File: src/core/cscc_pkg.sv
/*
 cscc_pkg: shared constants, struct types and register layout for the
 cpu status / core control register bank.
 assumes: apb slave with 32-bit data, one aligned word per register.
*/
package cscc_pkg;

    // =========================================================
    // register map (byte addresses)
    localparam logic [7:0] CSCC_ADDR_STATUS = 8'h00;
    localparam logic [7:0] CSCC_ADDR_CONTROL = 8'h04;
    localparam logic [7:0] CSCC_ADDR_INTCTL = 8'h08;

    // =========================================================
    // cpu_status field positions
    localparam int CSCC_ST_PRIO_HI = 7;
    localparam int CSCC_ST_PRIO_LO = 5;
    localparam int CSCC_ST_REPEAT = 4;
    localparam int CSCC_ST_NEG = 3;
    localparam int CSCC_ST_OVF = 2;
    localparam int CSCC_ST_ZERO = 1;
    localparam int CSCC_ST_CARRY = 0;

    // =========================================================
    // core_control field positions
    localparam int CSCC_CC_MULSIGN = 12;
    localparam int CSCC_CC_EARLY = 11;
    localparam int CSCC_CC_DEPTH_HI = 10;
    localparam int CSCC_CC_DEPTH_LO = 8;
    localparam int CSCC_CC_PRIO_HIGH = 3;

    // interrupt_control_one nesting disable bit
    localparam int CSCC_IC_NESTDIS = 15;

    // =========================================================
    // reset values and level constants
    localparam logic [2:0] CSCC_PRIO_RESET = 3'h0;
    localparam logic [2:0] CSCC_PRIO_MAX = 3'h7;
    localparam logic [2:0] CSCC_DEPTH_RESET = 3'h0;
    localparam logic [2:0] CSCC_DEPTH_MAX = 3'h7;
    localparam logic [31:0] CSCC_RDATA_ZERO = 32'h0000_0000;

    // =========================================================
    // arithmetic flag update from the pipeline
    typedef struct packed {
        logic upd_n;
        logic upd_ov;
        logic upd_z;
        logic upd_c;
        logic neg;
        logic ovf;
        logic nonzero;
        logic carry;
    } cscc_flags_s;

    // loop events from the pipeline
    typedef struct packed {
        logic repeat_busy;
        logic loop_enter;
        logic loop_exit;
    } cscc_loop_s;

    // apb request bundle
    typedef struct packed {
        logic psel;
        logic penable;
        logic pwrite;
        logic [7:0] paddr;
        logic [31:0] pwdata;
    } cscc_apb_s;

endpackage : cscc_pkg

File: src/core/cscc_regs.sv
/*
 cscc_regs: cpu status and core control register bank with apb slave.
 assumes: the instruction pipeline drives flag updates and loop events
 on core_clk_in; the interrupt controller reads the effective priority.
 assumes: flag updates and loop enter/exit are one-cycle pulses and repeat_busy a level, all from the same clock,
 so they pass no synchroniser; the apb master runs on core_clk_in too.
 unmapped words answer with pslverr and read as zero.
*/
// The APB slave port and the register offsets are this design's own decisions.
`timescale 1ns/1ns
module cscc_regs
(
    input wire logic core_clk_in,
    input wire logic rstn_in,
    input wire cscc_pkg::cscc_apb_s apb_in,
    output logic [31:0] prdata_out,
    output logic pready_out,
    output logic pslverr_out,
    input wire cscc_pkg::cscc_flags_s flags_in,
    input wire cscc_pkg::cscc_loop_s loop_in,
    input wire logic prio_load_in,
    input wire logic [3:0] prio_load_val_in,
    output logic [3:0] cpu_level_out,
    output logic user_irq_block_out,
    output logic multiply_sign_select_out,
    output logic early_loop_exit_out,
    output logic [2:0] loop_nest_depth_out
);
    import cscc_pkg::*;

    // =========================================================
    // state
    logic [2:0] cpu_priority_field_reg;
    logic priority_high_bit_reg;
    logic repeat_active_reg;
    logic neg_reg, ovf_reg, zero_reg, carry_reg;
    logic multiply_sign_select_reg;
    logic early_loop_exit_reg;
    logic [2:0] loop_nest_depth_reg;
    logic nesting_disable_reg;
    logic [31:0] prdata_reg;

    // =========================================================
    // bus decode
    // the access phase is psel with penable; writes land at its edge
    wire access_w = apb_in.psel & apb_in.penable;
    wire wr_w = access_w & apb_in.pwrite;
    wire rd_w = access_w & ~apb_in.pwrite;
    wire hit_st_w = apb_in.paddr == CSCC_ADDR_STATUS;
    wire hit_cc_w = apb_in.paddr == CSCC_ADDR_CONTROL;
    wire hit_ic_w = apb_in.paddr == CSCC_ADDR_INTCTL;
    wire mapped_w = hit_st_w | hit_cc_w | hit_ic_w;
    wire wr_st_w = wr_w & hit_st_w;
    wire wr_cc_w = wr_w & hit_cc_w;
    wire wr_ic_w = wr_w & hit_ic_w;

    // zero-wait answer, error on unmapped
    assign pready_out = 1'b1;
    assign pslverr_out = access_w & ~mapped_w;

    // =========================================================
    // register images
    wire [31:0] status_img_w = {16'h0000, 8'h00,
        cpu_priority_field_reg, repeat_active_reg,
        neg_reg, ovf_reg, zero_reg, carry_reg};
    // bit 11 reads back an early exit request that is still pending
    wire [31:0] control_img_w = {16'h0000, 3'h0,
        multiply_sign_select_reg,
        early_loop_exit_reg,
        loop_nest_depth_reg,
        4'h0, priority_high_bit_reg, 3'h0};
    wire [31:0] intctl_img_w = {16'h0000, nesting_disable_reg, 15'h0000};
    wire [31:0] rd_mux_w = hit_st_w ? status_img_w :
                           hit_cc_w ? control_img_w :
                           hit_ic_w ? intctl_img_w : CSCC_RDATA_ZERO;

    // read data register, set up in the setup phase
    // loading in setup keeps prdata a flip-flop and the answer zero-wait
    always_ff @(posedge core_clk_in or negedge rstn_in)
    begin
        if (!rstn_in)
            prdata_reg <= CSCC_RDATA_ZERO;
        else if (apb_in.psel & ~apb_in.penable & ~apb_in.pwrite)
            prdata_reg <= rd_mux_w;
    end
    assign prdata_out = prdata_reg;

    // =========================================================
    // priority field: software write unless nesting disabled; the high bit in core control is always writable
    // a hardware load (interrupt entry or return) wins and ignores the lock
    wire prio_sw_w = wr_st_w & ~nesting_disable_reg;
    wire [2:0] prio_next = prio_load_in ? prio_load_val_in[2:0] :
        prio_sw_w ? apb_in.pwdata[CSCC_ST_PRIO_HI:CSCC_ST_PRIO_LO] :
        cpu_priority_field_reg;
    wire high_next = prio_load_in ? prio_load_val_in[3] :
        wr_cc_w ? apb_in.pwdata[CSCC_CC_PRIO_HIGH] : priority_high_bit_reg;

    always_ff @(posedge core_clk_in or negedge rstn_in)
    begin
        if (!rstn_in)
        begin
            cpu_priority_field_reg <= CSCC_PRIO_RESET;
            priority_high_bit_reg <= 1'b0;
            nesting_disable_reg <= 1'b0;
        end
        else
        begin
            cpu_priority_field_reg <= prio_next;
            priority_high_bit_reg <= high_next;
            if (wr_ic_w)
                nesting_disable_reg <= apb_in.pwdata[CSCC_IC_NESTDIS];
        end
    end

    // effective level and user interrupt gate
    assign cpu_level_out = {priority_high_bit_reg, cpu_priority_field_reg};
    assign user_irq_block_out = priority_high_bit_reg
        | (cpu_priority_field_reg == CSCC_PRIO_MAX);

    // =========================================================
    // arithmetic flags; pipeline update wins over software write
    // the pipeline can only clear zero, never set it; a zero result leaves it sticky
    wire neg_next = flags_in.upd_n ? flags_in.neg :
        wr_st_w ? apb_in.pwdata[CSCC_ST_NEG] : neg_reg;
    wire ovf_next = flags_in.upd_ov ? flags_in.ovf :
        wr_st_w ? apb_in.pwdata[CSCC_ST_OVF] : ovf_reg;
    wire zero_next = flags_in.upd_z ? (zero_reg & ~flags_in.nonzero) :
        wr_st_w ? apb_in.pwdata[CSCC_ST_ZERO] : zero_reg;
    wire carry_next = flags_in.upd_c ? flags_in.carry :
        wr_st_w ? apb_in.pwdata[CSCC_ST_CARRY] : carry_reg;

    always_ff @(posedge core_clk_in or negedge rstn_in)
    begin
        if (!rstn_in)
        begin
            neg_reg <= 1'b0;
            ovf_reg <= 1'b0;
            zero_reg <= 1'b0;
            carry_reg <= 1'b0;
            repeat_active_reg <= 1'b0;
        end
        else
        begin
            neg_reg <= neg_next;
            ovf_reg <= ovf_next;
            zero_reg <= zero_next;
            carry_reg <= carry_next;
            repeat_active_reg <= loop_in.repeat_busy;
        end
    end

    // =========================================================
    // core control: sign select, early exit, loop depth
    // the nest counter saturates at both ends; enter with exit cancels
    wire early_set_w = wr_cc_w & apb_in.pwdata[CSCC_CC_EARLY];
    wire depth_up_w = loop_in.loop_enter & ~loop_in.loop_exit
        & (loop_nest_depth_reg != CSCC_DEPTH_MAX);
    wire depth_dn_w = loop_in.loop_exit & ~loop_in.loop_enter
        & (loop_nest_depth_reg != CSCC_DEPTH_RESET);
    wire [2:0] depth_next = depth_up_w ? loop_nest_depth_reg + 3'h1 :
        depth_dn_w ? loop_nest_depth_reg - 3'h1 : loop_nest_depth_reg;
    // request holds until the loop retires; a new write wins over the clear
    wire early_next = early_set_w | (early_loop_exit_reg & ~loop_in.loop_exit);

    always_ff @(posedge core_clk_in or negedge rstn_in)
    begin
        if (!rstn_in)
        begin
            multiply_sign_select_reg <= 1'b0;
            early_loop_exit_reg <= 1'b0;
            loop_nest_depth_reg <= CSCC_DEPTH_RESET;
        end
        else
        begin
            if (wr_cc_w)
                multiply_sign_select_reg <= apb_in.pwdata[CSCC_CC_MULSIGN];
            early_loop_exit_reg <= early_next;
            loop_nest_depth_reg <= depth_next;
        end
    end

    // control outputs come straight from their flip-flops
    assign multiply_sign_select_out = multiply_sign_select_reg;
    assign early_loop_exit_out = early_loop_exit_reg;
    assign loop_nest_depth_out = loop_nest_depth_reg;

    // =========================================================
    // checks: priority field and user interrupt gate
    a_prio_locked: assert property (@(posedge core_clk_in) disable iff (!rstn_in)
        (nesting_disable_reg && !prio_load_in) |=> $stable(cpu_priority_field_reg))
        else $error("priority field changed while locked");
    a_prio_write: assert property (@(posedge core_clk_in) disable iff (!rstn_in)
        (prio_sw_w && !prio_load_in)
        |=> cpu_priority_field_reg == $past(apb_in.pwdata[CSCC_ST_PRIO_HI:CSCC_ST_PRIO_LO]))
        else $error("priority field not written");
    a_lock_write: assert property (@(posedge core_clk_in) disable iff (!rstn_in)
        wr_ic_w |=> nesting_disable_reg == $past(apb_in.pwdata[CSCC_IC_NESTDIS]))
        else $error("nesting disable not written");
    a_level_join: assert property (@(posedge core_clk_in) disable iff (!rstn_in)
        prio_load_in |=> cpu_level_out == $past(prio_load_val_in))
        else $error("effective level not loaded");
    a_high_write: assert property (@(posedge core_clk_in) disable iff (!rstn_in)
        (wr_cc_w && !prio_load_in) |=> priority_high_bit_reg == $past(apb_in.pwdata[CSCC_CC_PRIO_HIGH]))
        else $error("high priority bit not written");
    a_high_blocks: assert property (@(posedge core_clk_in) disable iff (!rstn_in)
        priority_high_bit_reg |-> user_irq_block_out)
        else $error("high bit did not block");
    a_seven_blocks: assert property (@(posedge core_clk_in) disable iff (!rstn_in)
        (cpu_priority_field_reg == CSCC_PRIO_MAX) |-> user_irq_block_out)
        else $error("level 7 did not block");
    a_low_open: assert property (@(posedge core_clk_in) disable iff (!rstn_in)
        (!priority_high_bit_reg && cpu_priority_field_reg != CSCC_PRIO_MAX) |-> !user_irq_block_out)
        else $error("block without cause");

    // checks: repeat bit and arithmetic flags
    a_repeat_follow: assert property (@(posedge core_clk_in) disable iff (!rstn_in)
        loop_in.repeat_busy |=> repeat_active_reg)
        else $error("repeat bit not set");
    a_repeat_clear: assert property (@(posedge core_clk_in) disable iff (!rstn_in)
        !loop_in.repeat_busy |=> !repeat_active_reg)
        else $error("repeat bit not cleared");
    a_neg_update: assert property (@(posedge core_clk_in) disable iff (!rstn_in)
        flags_in.upd_n |=> neg_reg == $past(flags_in.neg))
        else $error("negative flag wrong");
    a_ovf_update: assert property (@(posedge core_clk_in) disable iff (!rstn_in)
        flags_in.upd_ov |=> ovf_reg == $past(flags_in.ovf))
        else $error("overflow flag wrong");
    a_zero_clear: assert property (@(posedge core_clk_in) disable iff (!rstn_in)
        (flags_in.upd_z && flags_in.nonzero) |=> !zero_reg)
        else $error("zero flag not cleared");
    a_zero_sticky: assert property (@(posedge core_clk_in) disable iff (!rstn_in)
        (flags_in.upd_z && !flags_in.nonzero && !wr_st_w) |=> $stable(zero_reg))
        else $error("zero flag moved on zero result");
    a_carry_update: assert property (@(posedge core_clk_in) disable iff (!rstn_in)
        flags_in.upd_c |=> carry_reg == $past(flags_in.carry))
        else $error("carry flag wrong");
    a_flags_hold: assert property (@(posedge core_clk_in) disable iff (!rstn_in)
        (!flags_in.upd_c && !wr_st_w) |=> $stable(carry_reg))
        else $error("carry changed without cause");
    a_neg_hold: assert property (@(posedge core_clk_in) disable iff (!rstn_in)
        (!flags_in.upd_n && !wr_st_w) |=> $stable(neg_reg))
        else $error("negative changed without cause");
    a_ovf_hold: assert property (@(posedge core_clk_in) disable iff (!rstn_in)
        (!flags_in.upd_ov && !wr_st_w) |=> $stable(ovf_reg))
        else $error("overflow changed without cause");
    a_zero_hold: assert property (@(posedge core_clk_in) disable iff (!rstn_in)
        (!flags_in.upd_z && !wr_st_w) |=> $stable(zero_reg))
        else $error("zero changed without cause");
    a_neg_write: assert property (@(posedge core_clk_in) disable iff (!rstn_in)
        (wr_st_w && !flags_in.upd_n) |=> neg_reg == $past(apb_in.pwdata[CSCC_ST_NEG]))
        else $error("negative flag not written");
    a_carry_write: assert property (@(posedge core_clk_in) disable iff (!rstn_in)
        (wr_st_w && !flags_in.upd_c) |=> carry_reg == $past(apb_in.pwdata[CSCC_ST_CARRY]))
        else $error("carry flag not written");

    // checks: core control and loop nesting depth
    a_sign_write: assert property (@(posedge core_clk_in) disable iff (!rstn_in)
        wr_cc_w |=> multiply_sign_select_reg == $past(apb_in.pwdata[CSCC_CC_MULSIGN]))
        else $error("sign select not written");
    a_sign_hold: assert property (@(posedge core_clk_in) disable iff (!rstn_in)
        !wr_cc_w |=> $stable(multiply_sign_select_reg))
        else $error("sign select changed without write");
    a_early_set: assert property (@(posedge core_clk_in) disable iff (!rstn_in)
        early_set_w |=> early_loop_exit_out)
        else $error("early exit not raised");
    a_early_clear: assert property (@(posedge core_clk_in) disable iff (!rstn_in)
        (loop_in.loop_exit && !early_set_w) |=> !early_loop_exit_reg)
        else $error("early exit not retired");
    a_early_hold: assert property (@(posedge core_clk_in) disable iff (!rstn_in)
        (!early_set_w && !loop_in.loop_exit) |=> $stable(early_loop_exit_reg))
        else $error("early exit changed without cause");
    a_depth_step: assert property (@(posedge core_clk_in) disable iff (!rstn_in)
        (loop_in.loop_enter && !loop_in.loop_exit && loop_nest_depth_reg != CSCC_DEPTH_MAX)
        |=> loop_nest_depth_reg == $past(loop_nest_depth_reg) + 3'h1)
        else $error("depth did not count up");
    a_depth_down: assert property (@(posedge core_clk_in) disable iff (!rstn_in)
        (loop_in.loop_exit && !loop_in.loop_enter && loop_nest_depth_reg != CSCC_DEPTH_RESET)
        |=> loop_nest_depth_reg == $past(loop_nest_depth_reg) - 3'h1)
        else $error("depth did not count down");
    a_depth_top: assert property (@(posedge core_clk_in) disable iff (!rstn_in)
        (loop_in.loop_enter && loop_nest_depth_reg == CSCC_DEPTH_MAX) |=> loop_nest_depth_reg == CSCC_DEPTH_MAX)
        else $error("depth wrapped past full");
    a_depth_hold: assert property (@(posedge core_clk_in) disable iff (!rstn_in)
        (loop_in.loop_enter == loop_in.loop_exit) |=> $stable(loop_nest_depth_reg))
        else $error("depth changed without cause");

    // covers for the main scenarios
    c_locked_write: cover property (@(posedge core_clk_in) wr_st_w && nesting_disable_reg);
    c_level_high: cover property (@(posedge core_clk_in) cpu_level_out == 4'hf);
    c_depth_full: cover property (@(posedge core_clk_in) loop_nest_depth_reg == 3'h7);
    c_early_exit: cover property (@(posedge core_clk_in) early_loop_exit_reg && loop_in.loop_exit);
    c_zero_sticky: cover property (@(posedge core_clk_in) flags_in.upd_z && !flags_in.nonzero && zero_reg);

endmodule : cscc_regs

File: config.mk
export PLATFORM = sky130hd
export DESIGN_NAME = cscc_regs
export DESIGN_NICKNAME = d
export VERILOG_FILES = /design/src/core/cscc_pkg.sv /design/src/core/cscc_regs.sv
export SDC_FILE = /design/constraint.sdc
export NUM_CORES = 1
export LEC_CHECK = 0
export BUFFER_PORTS_ARGS = -buffer_cell sky130_fd_sc_hd__clkbuf_2
export CAP_MARGIN = 40
export CORE_MARGIN = 3
export CORE_UTILIZATION = 38
export DETAILED_ROUTE_END_ITERATION = 10
export PLACE_DENSITY = 0.75
export SLEW_MARGIN = 0
export SYNTH_ARGS = -nofsm -noshare
export SYNTH_HDL_FRONTEND = slang
export SYNTH_SLANG_ARGS = --single-unit
File: constraint.sdc
create_clock -name core_clk_in -period 1.84 [get_ports core_clk_in]
set_clock_uncertainty 0.2 [all_clocks]
set_input_delay 0.092 -clock core_clk_in [delete_from_list [all_inputs] [get_ports core_clk_in]]
set_output_delay 0.092 -clock core_clk_in [all_outputs]
set_load 0.01 [all_outputs]
# ---- Yosys cells after proc, flatten, opt, wreduce, memory -nomap -nowiden
# Cells that the tools add are included.
dict set report totals {
  output_inout_bits 44
  latch_bits 0
  register_bits 47
  mem_count 0
  mem_bits_ro 0
  mem_bits_rw 0
}
dict set report op_classes {
  magnitude_cmp 0
  shifts 0
  add_sub_neg 2
  div_mod_pow 0
  bitwise 27
  eq_ne 4
  muxes 17
  n_mul 0
  n_reduce_logical 9
}
# operator count
set ops {}
lappend ops {{$mux 16} 3}
lappend ops {{$and 1x1->1} 16}
lappend ops {{$reduce_bool 2->1} 7}
lappend ops {{$mux 3} 4}
lappend ops {{$mux 1} 10}
lappend ops {{$eq 8x3->1 const B} 1}
lappend ops {{$eq 8x4->1 const B} 1}
lappend ops {{$logic_not 8->1} 1}
lappend ops {{$not 1->1} 7}
lappend ops {{$or 1x1->1} 4}
lappend ops {{$add 3x1->3 const B} 1}
lappend ops {{$eq 3x3->1 const B} 1}
lappend ops {{$ne 3x3->1 const B} 1}
lappend ops {{$reduce_bool 3->1} 1}
lappend ops {{$sub 3x1->3 const B} 1}

# ---- Longest topological paths before layout
dict set report logic_depth {
  depth_word 6
  depth_mapped 8
}

# ---- Worst setup path before layout
# OpenSTA, ideal clock, no wires.
dict set report synth_timing {
  kind {reg-to-reg}
  from {register loop_nest_depth_reg[2], in the netlist loop_nest_depth_out[2]}
  to {register loop_nest_depth_reg[1], in the netlist loop_nest_depth_out[1]}
  stages_incl_launch_ff 9
  setup_slack_ns -0.189
  t_required_ns 1.546
  arrival_ns 1.735
  cell_sequence {dfrtp_1 > clkbuf_1 > nand3_1 > nand2_1 > fa_1 > inv_1 > a21oi_1 > o22ai_1 > a211oi_1}
}
dict set report synth_between {
  elab_chain_cells 3
}
# item line
set synth_rtl {}
lappend synth_rtl {{from (decl)} cscc_regs.sv:39} ;# logic [2:0] loop_nest_depth_reg;
lappend synth_rtl {{from (signal assigned)} cscc_regs.sv:178} ;# loop_nest_depth_reg <= depth_next;
lappend synth_rtl {{$ne 3x3->1} cscc_regs.sv:157} ;# & (loop_nest_depth_reg != CSCC_DEPTH_MAX);
lappend synth_rtl {{$and 1x1->1} cscc_regs.sv:157}
lappend synth_rtl {{$mux 3} cscc_regs.sv:160} ;# wire [2:0] depth_next = depth_up_w ? loop_nest_depth_reg + 3'h1 :
lappend synth_rtl {{net depth_next[1]} cscc_regs.sv:160}
# The timed path passes the listed nets, and every way through them passes these cells.
# A chain may end at the register's enable or synchronous reset.

# ---- Worst setup path in the final report
dict set report layout_timing {
  from {register loop_nest_depth_reg[0], in the netlist loop_nest_depth_out[0]}
  to {register loop_nest_depth_reg[1], in the netlist loop_nest_depth_out[1]}
}
dict set report layout_between {
  elab_chain_cells 3
}
# item line
set layout_rtl {}
lappend layout_rtl {{$sub 3x1->3 or $ne 3x3->1 (tied branches)} {cscc_regs.sv:161, cscc_regs.sv:157}}
lappend layout_rtl {{$mux 3 or $and 1x1->1 (tied branches)} {cscc_regs.sv:161, cscc_regs.sv:157}}
lappend layout_rtl {{$mux 3 (*)} cscc_regs.sv:160}
lappend layout_rtl {{net depth_next[1]} cscc_regs.sv:160}
# The timed path passes the listed nets; every way through them passes the cells marked *. The select of a mux whose other input is x is not followed.

==> results.sh <==
export IMPL_max_clock_path_buffers=2
export IMPL_worst_slack_ns=-0.0185
export IMPL_min_to="prdata_out[11]"
export IMPL_wl_met3_um=302
export IMPL_die_w_um=72.3
export IMPL_combPwrFrac_pct=33.1
export IMPL_antenna_found_initial=0
export IMPL_dp_cells=286
export IMPL_power_density_nw_per_um2=865
export IMPL_routed_top_layer="met4"
export IMPL_clock_fmax_ghz=0.538
export IMPL_crit_reg2reg_launch="loop_nest_depth_out[0]"
export IMPL_syn_inst=175
export IMPL_finalSetupViolCount=1
export IMPL_whs_path_depth=3
export IMPL_crit_required_ns=1.83
export IMPL_power_internal_mw=1.42
export IMPL_synth_seq_cells=29
export IMPL_hold_violations=0
export IMPL_synth_warnings=0
export IMPL_synth_enable_flop_cells=0
export IMPL_hold_class="input pin to flop"
export IMPL_dpl_cell_area_um2=2000
export IMPL_cts_tree="built"
export IMPL_clock_latency_ns=0.28
export IMPL_period_needed_ns=1.86
export IMPL_htreeDepth=2
export IMPL_worst_setup_path_end_kind="flop"
export IMPL_final_max_slew_violation_count=0
export IMPL_timing_rr_end="loop_nest_depth_out[1]"
export IMPL_min_period_over_period_pct=101
export IMPL_final_nets=334
export IMPL_relSlewSlack_pct=51.7
export IMPL_first_global_vias=1638
export IMPL_ioPinCount=105
export IMPL_cp_start_kind="flop"
export IMPL_drtAntennaViolNets=0
export IMPL_die_h_um=72.3
export IMPL_worst_ir_drop_vdd_uv=283
export IMPL_synthTopCellsByArea="dfrtp_1, buf_4, nand2_1, a22o_1, nand3_1"
export IMPL_grt_ovfl_total=0
export IMPL_cap_violations=0
export IMPL_synth_most_common_cell="dfrtp_1"
export IMPL_worstSetupStartpoint="loop_nest_depth_out[0]"
export IMPL_drcViolationCount=0
export IMPL_syn_to_final_growth_pct=45.2
export IMPL_numCtsBuffers=5
export IMPL_ys_seq_area_share_pct=43.4
export IMPL_clkPwrFrac_pct=31.7
export IMPL_final_cell_count_no_fill=323
export IMPL_root_buffer="clkbuf_8"
export IMPL_yosysTopAreaCell="dfrtp_1"
export IMPL_synth_common_cells="dfrtp_1, buf_4, nand2_1"
export IMPL_synthFlopType="dfrtp_1"
export IMPL_routedWlPerCell_um=14.9
export IMPL_rrSetupSlack_ns=-0.02
export IMPL_grt_pass1_wl_um=7650
export IMPL_swShare_pct=32.2
export IMPL_tightest_slew_ns=0.725
export IMPL_dr_pass1_iters=4
export IMPL_synth_distinct_cells=36
export IMPL_postSynthAreaPerCell_um2=9.54
export IMPL_vias_per_cell=4.96
export IMPL_p_seq_share_pct=35.2
export IMPL_num_vias=1601
export IMPL_leakage_nw=1.23
export IMPL_layout_drive_gt1_share_pct=36.3
export IMPL_grt_setup_unrepaired="yes"
export IMPL_start_util_pct=40.6
export IMPL_drtIter0Drc=133
export IMPL_drt_wl_total_um=4810
export IMPL_status="finished, violations left"
export IMPL_reg2reg_depth=7
export IMPL_cts_sinks=29
export IMPL_clkTransAtPathRegs_ns=0.07
export IMPL_synth_async_reset_ratio_pct=100
export IMPL_port_buffers=63
export IMPL_syn_area_um2=1670
export IMPL_drt_met1_wl_um=2000
export IMPL_cp_data_arrival_time_ns=1.85
export IMPL_row_count=23
export IMPL_largest_reg_flops=14
export IMPL_crit_fanout=4
export IMPL_design_die_area_um2=5230
export IMPL_hold_start="apb_in[34]"
export IMPL_gp_congestion=0.835
export IMPL_grt_use_total_pct=19.0
export IMPL_dp_hpwl_um=3210
export IMPL_p_switching_uw=676
export IMPL_wl_met2_um=2380
export IMPL_antenna_diode_count=0
export IMPL_violations="negative setup slack"
export IMPL_core_um2=4120
export IMPL_netlist_area_leader_share_pct=43.4
export IMPL_fin_area_um2=2420
export IMPL_worstSetupPathType="flop to flop"
export IMPL_grt_max_degree=30
export IMPL_fillers=336
[timing repair]
item | CTS | global route
setup buffers | 0 | 1
resized for setup | 1 | 6
pin swaps | 2 | 2
setup endpoints to repair | 1 | 5
hold buffers | 28 | 0
hold endpoints to repair | 44 | 0
gates cloned | 0 | 0
[through the flow]
step / hold slack (ns) / TNS [ns] / power [mW] / setup WS, ns / util [%]
after floorplan: -0.404 / -0.151 / 1.19 / -0.0946 / -
after global placement: -0.0273 / -0.0448 / 1.32 / -0.0448 / 48.7
after detailed placement: -0.0227 / -0.0388 / 1.33 / -0.0388 / 48.7
after CTS: 0.0126 / -0.0111 / 2.05 / -0.0111 / 58.4
after global routing: 0.0448 / -0.0914 / 2.20 / -0.0914 / 58.9
final: 0.0269 / -0.0185 / 2.10 / -0.0185 / 58.9
[area by class of cell]
type                    instances  area (um^2)  area share [%]
well taps                      50         62.6            2.58
multi-input cells             130          822            33.9
inverters                       3         11.3           0.464
flip-flops and latches         29          728            30.0
clock inverters                 3         46.3            1.91
repair buffers                103          686            28.3
clock buffers                   5         68.8            2.84
[worst max path at each step]
stage / endpoint / cells after the start
after global placement: loop_nest_depth_out[1] / 7
after floorplan: loop_nest_depth_out[1] / 8
final: loop_nest_depth_out[1] / 7
after detailed placement: loop_nest_depth_out[1] / 7
after global routing: loop_nest_depth_out[1] / 7
after CTS: loop_nest_depth_out[1] / 7
[logic make-up (layout without fill, tap and decap cells)]
| logic type | Yosys count | in the layout | synth area share [%] |
|---|---|---|---|
| AND/OR/NAND/NOR | 61 | 61 | 20.9 |
| AO/OA/AOI/OAI | 40 | 40 | 15.7 |
| buffers and inverters | 33 | 114 | 12.5 |
| flip-flops | 29 | 29 | 43.4 |
| multiplexers | 8 | 8 | 5.32 |
| other | 2 | 19 | 0.450 |
| adder cells (fa/ha/maj) | 1 | 1 | 1.20 |
| XOR/XNOR | 1 | 1 | 0.524 |
[power groups by stage]
stage	clock [mW]	sequential (mW)	combinational [mW]
final	0.665	0.737	0.694
after global routing	0.697	0.744	0.761
after CTS	0.670	0.733	0.650
after detailed placement	0	0.745	0.589
after global placement	0	0.742	0.575
after floorplan	0	0.760	0.426
[worst max-delay path: stages (launching register included)]
cell	delay [ns]
dfrtp_2	0.44
nand3_2	0.07
nand2_2	0.05
fa_2	0.59
inv_2	0.06
a21oi_2	0.11
nor2_1	0.05
a211oi_1	0.19
[placed cells by master, fill, tap and decap left out, types with 2 or more instances in the layout]
master,instances
buf_4,12
o31ai_1,2
mux2_1,4
nand3_1,10
clkbuf_8,5
a21oi_2,2
nand2_1,18
and4b_1,4
and2_1,2
a21oi_1,7
dfrtp_2,2
nor2b_1,4
or3_1,2
a211oi_1,2
a22o_1,7
nor3_1,2
dfrtp_1,27
a2bb2oi_1,4
dlygate4sd3_1,28
nand2b_1,2
nor2_1,9
conb_1,19
a31oi_1,2
mux2_2,3
o21ai_0,11
inv_1,2
clkbuf_2,63
[per-layer routing]
| metal | track usage, % | vias up |
|---|---|---|
| met1 | 23.9 | 751 |
| met3 | 3.19 | 12 |
| met5 | 0 | - |
| li1 | - | 776 |
| met2 | 32.5 | 62 |
| met4 | 7.72 | 0 |
Power figures use the tool's default switching activity.
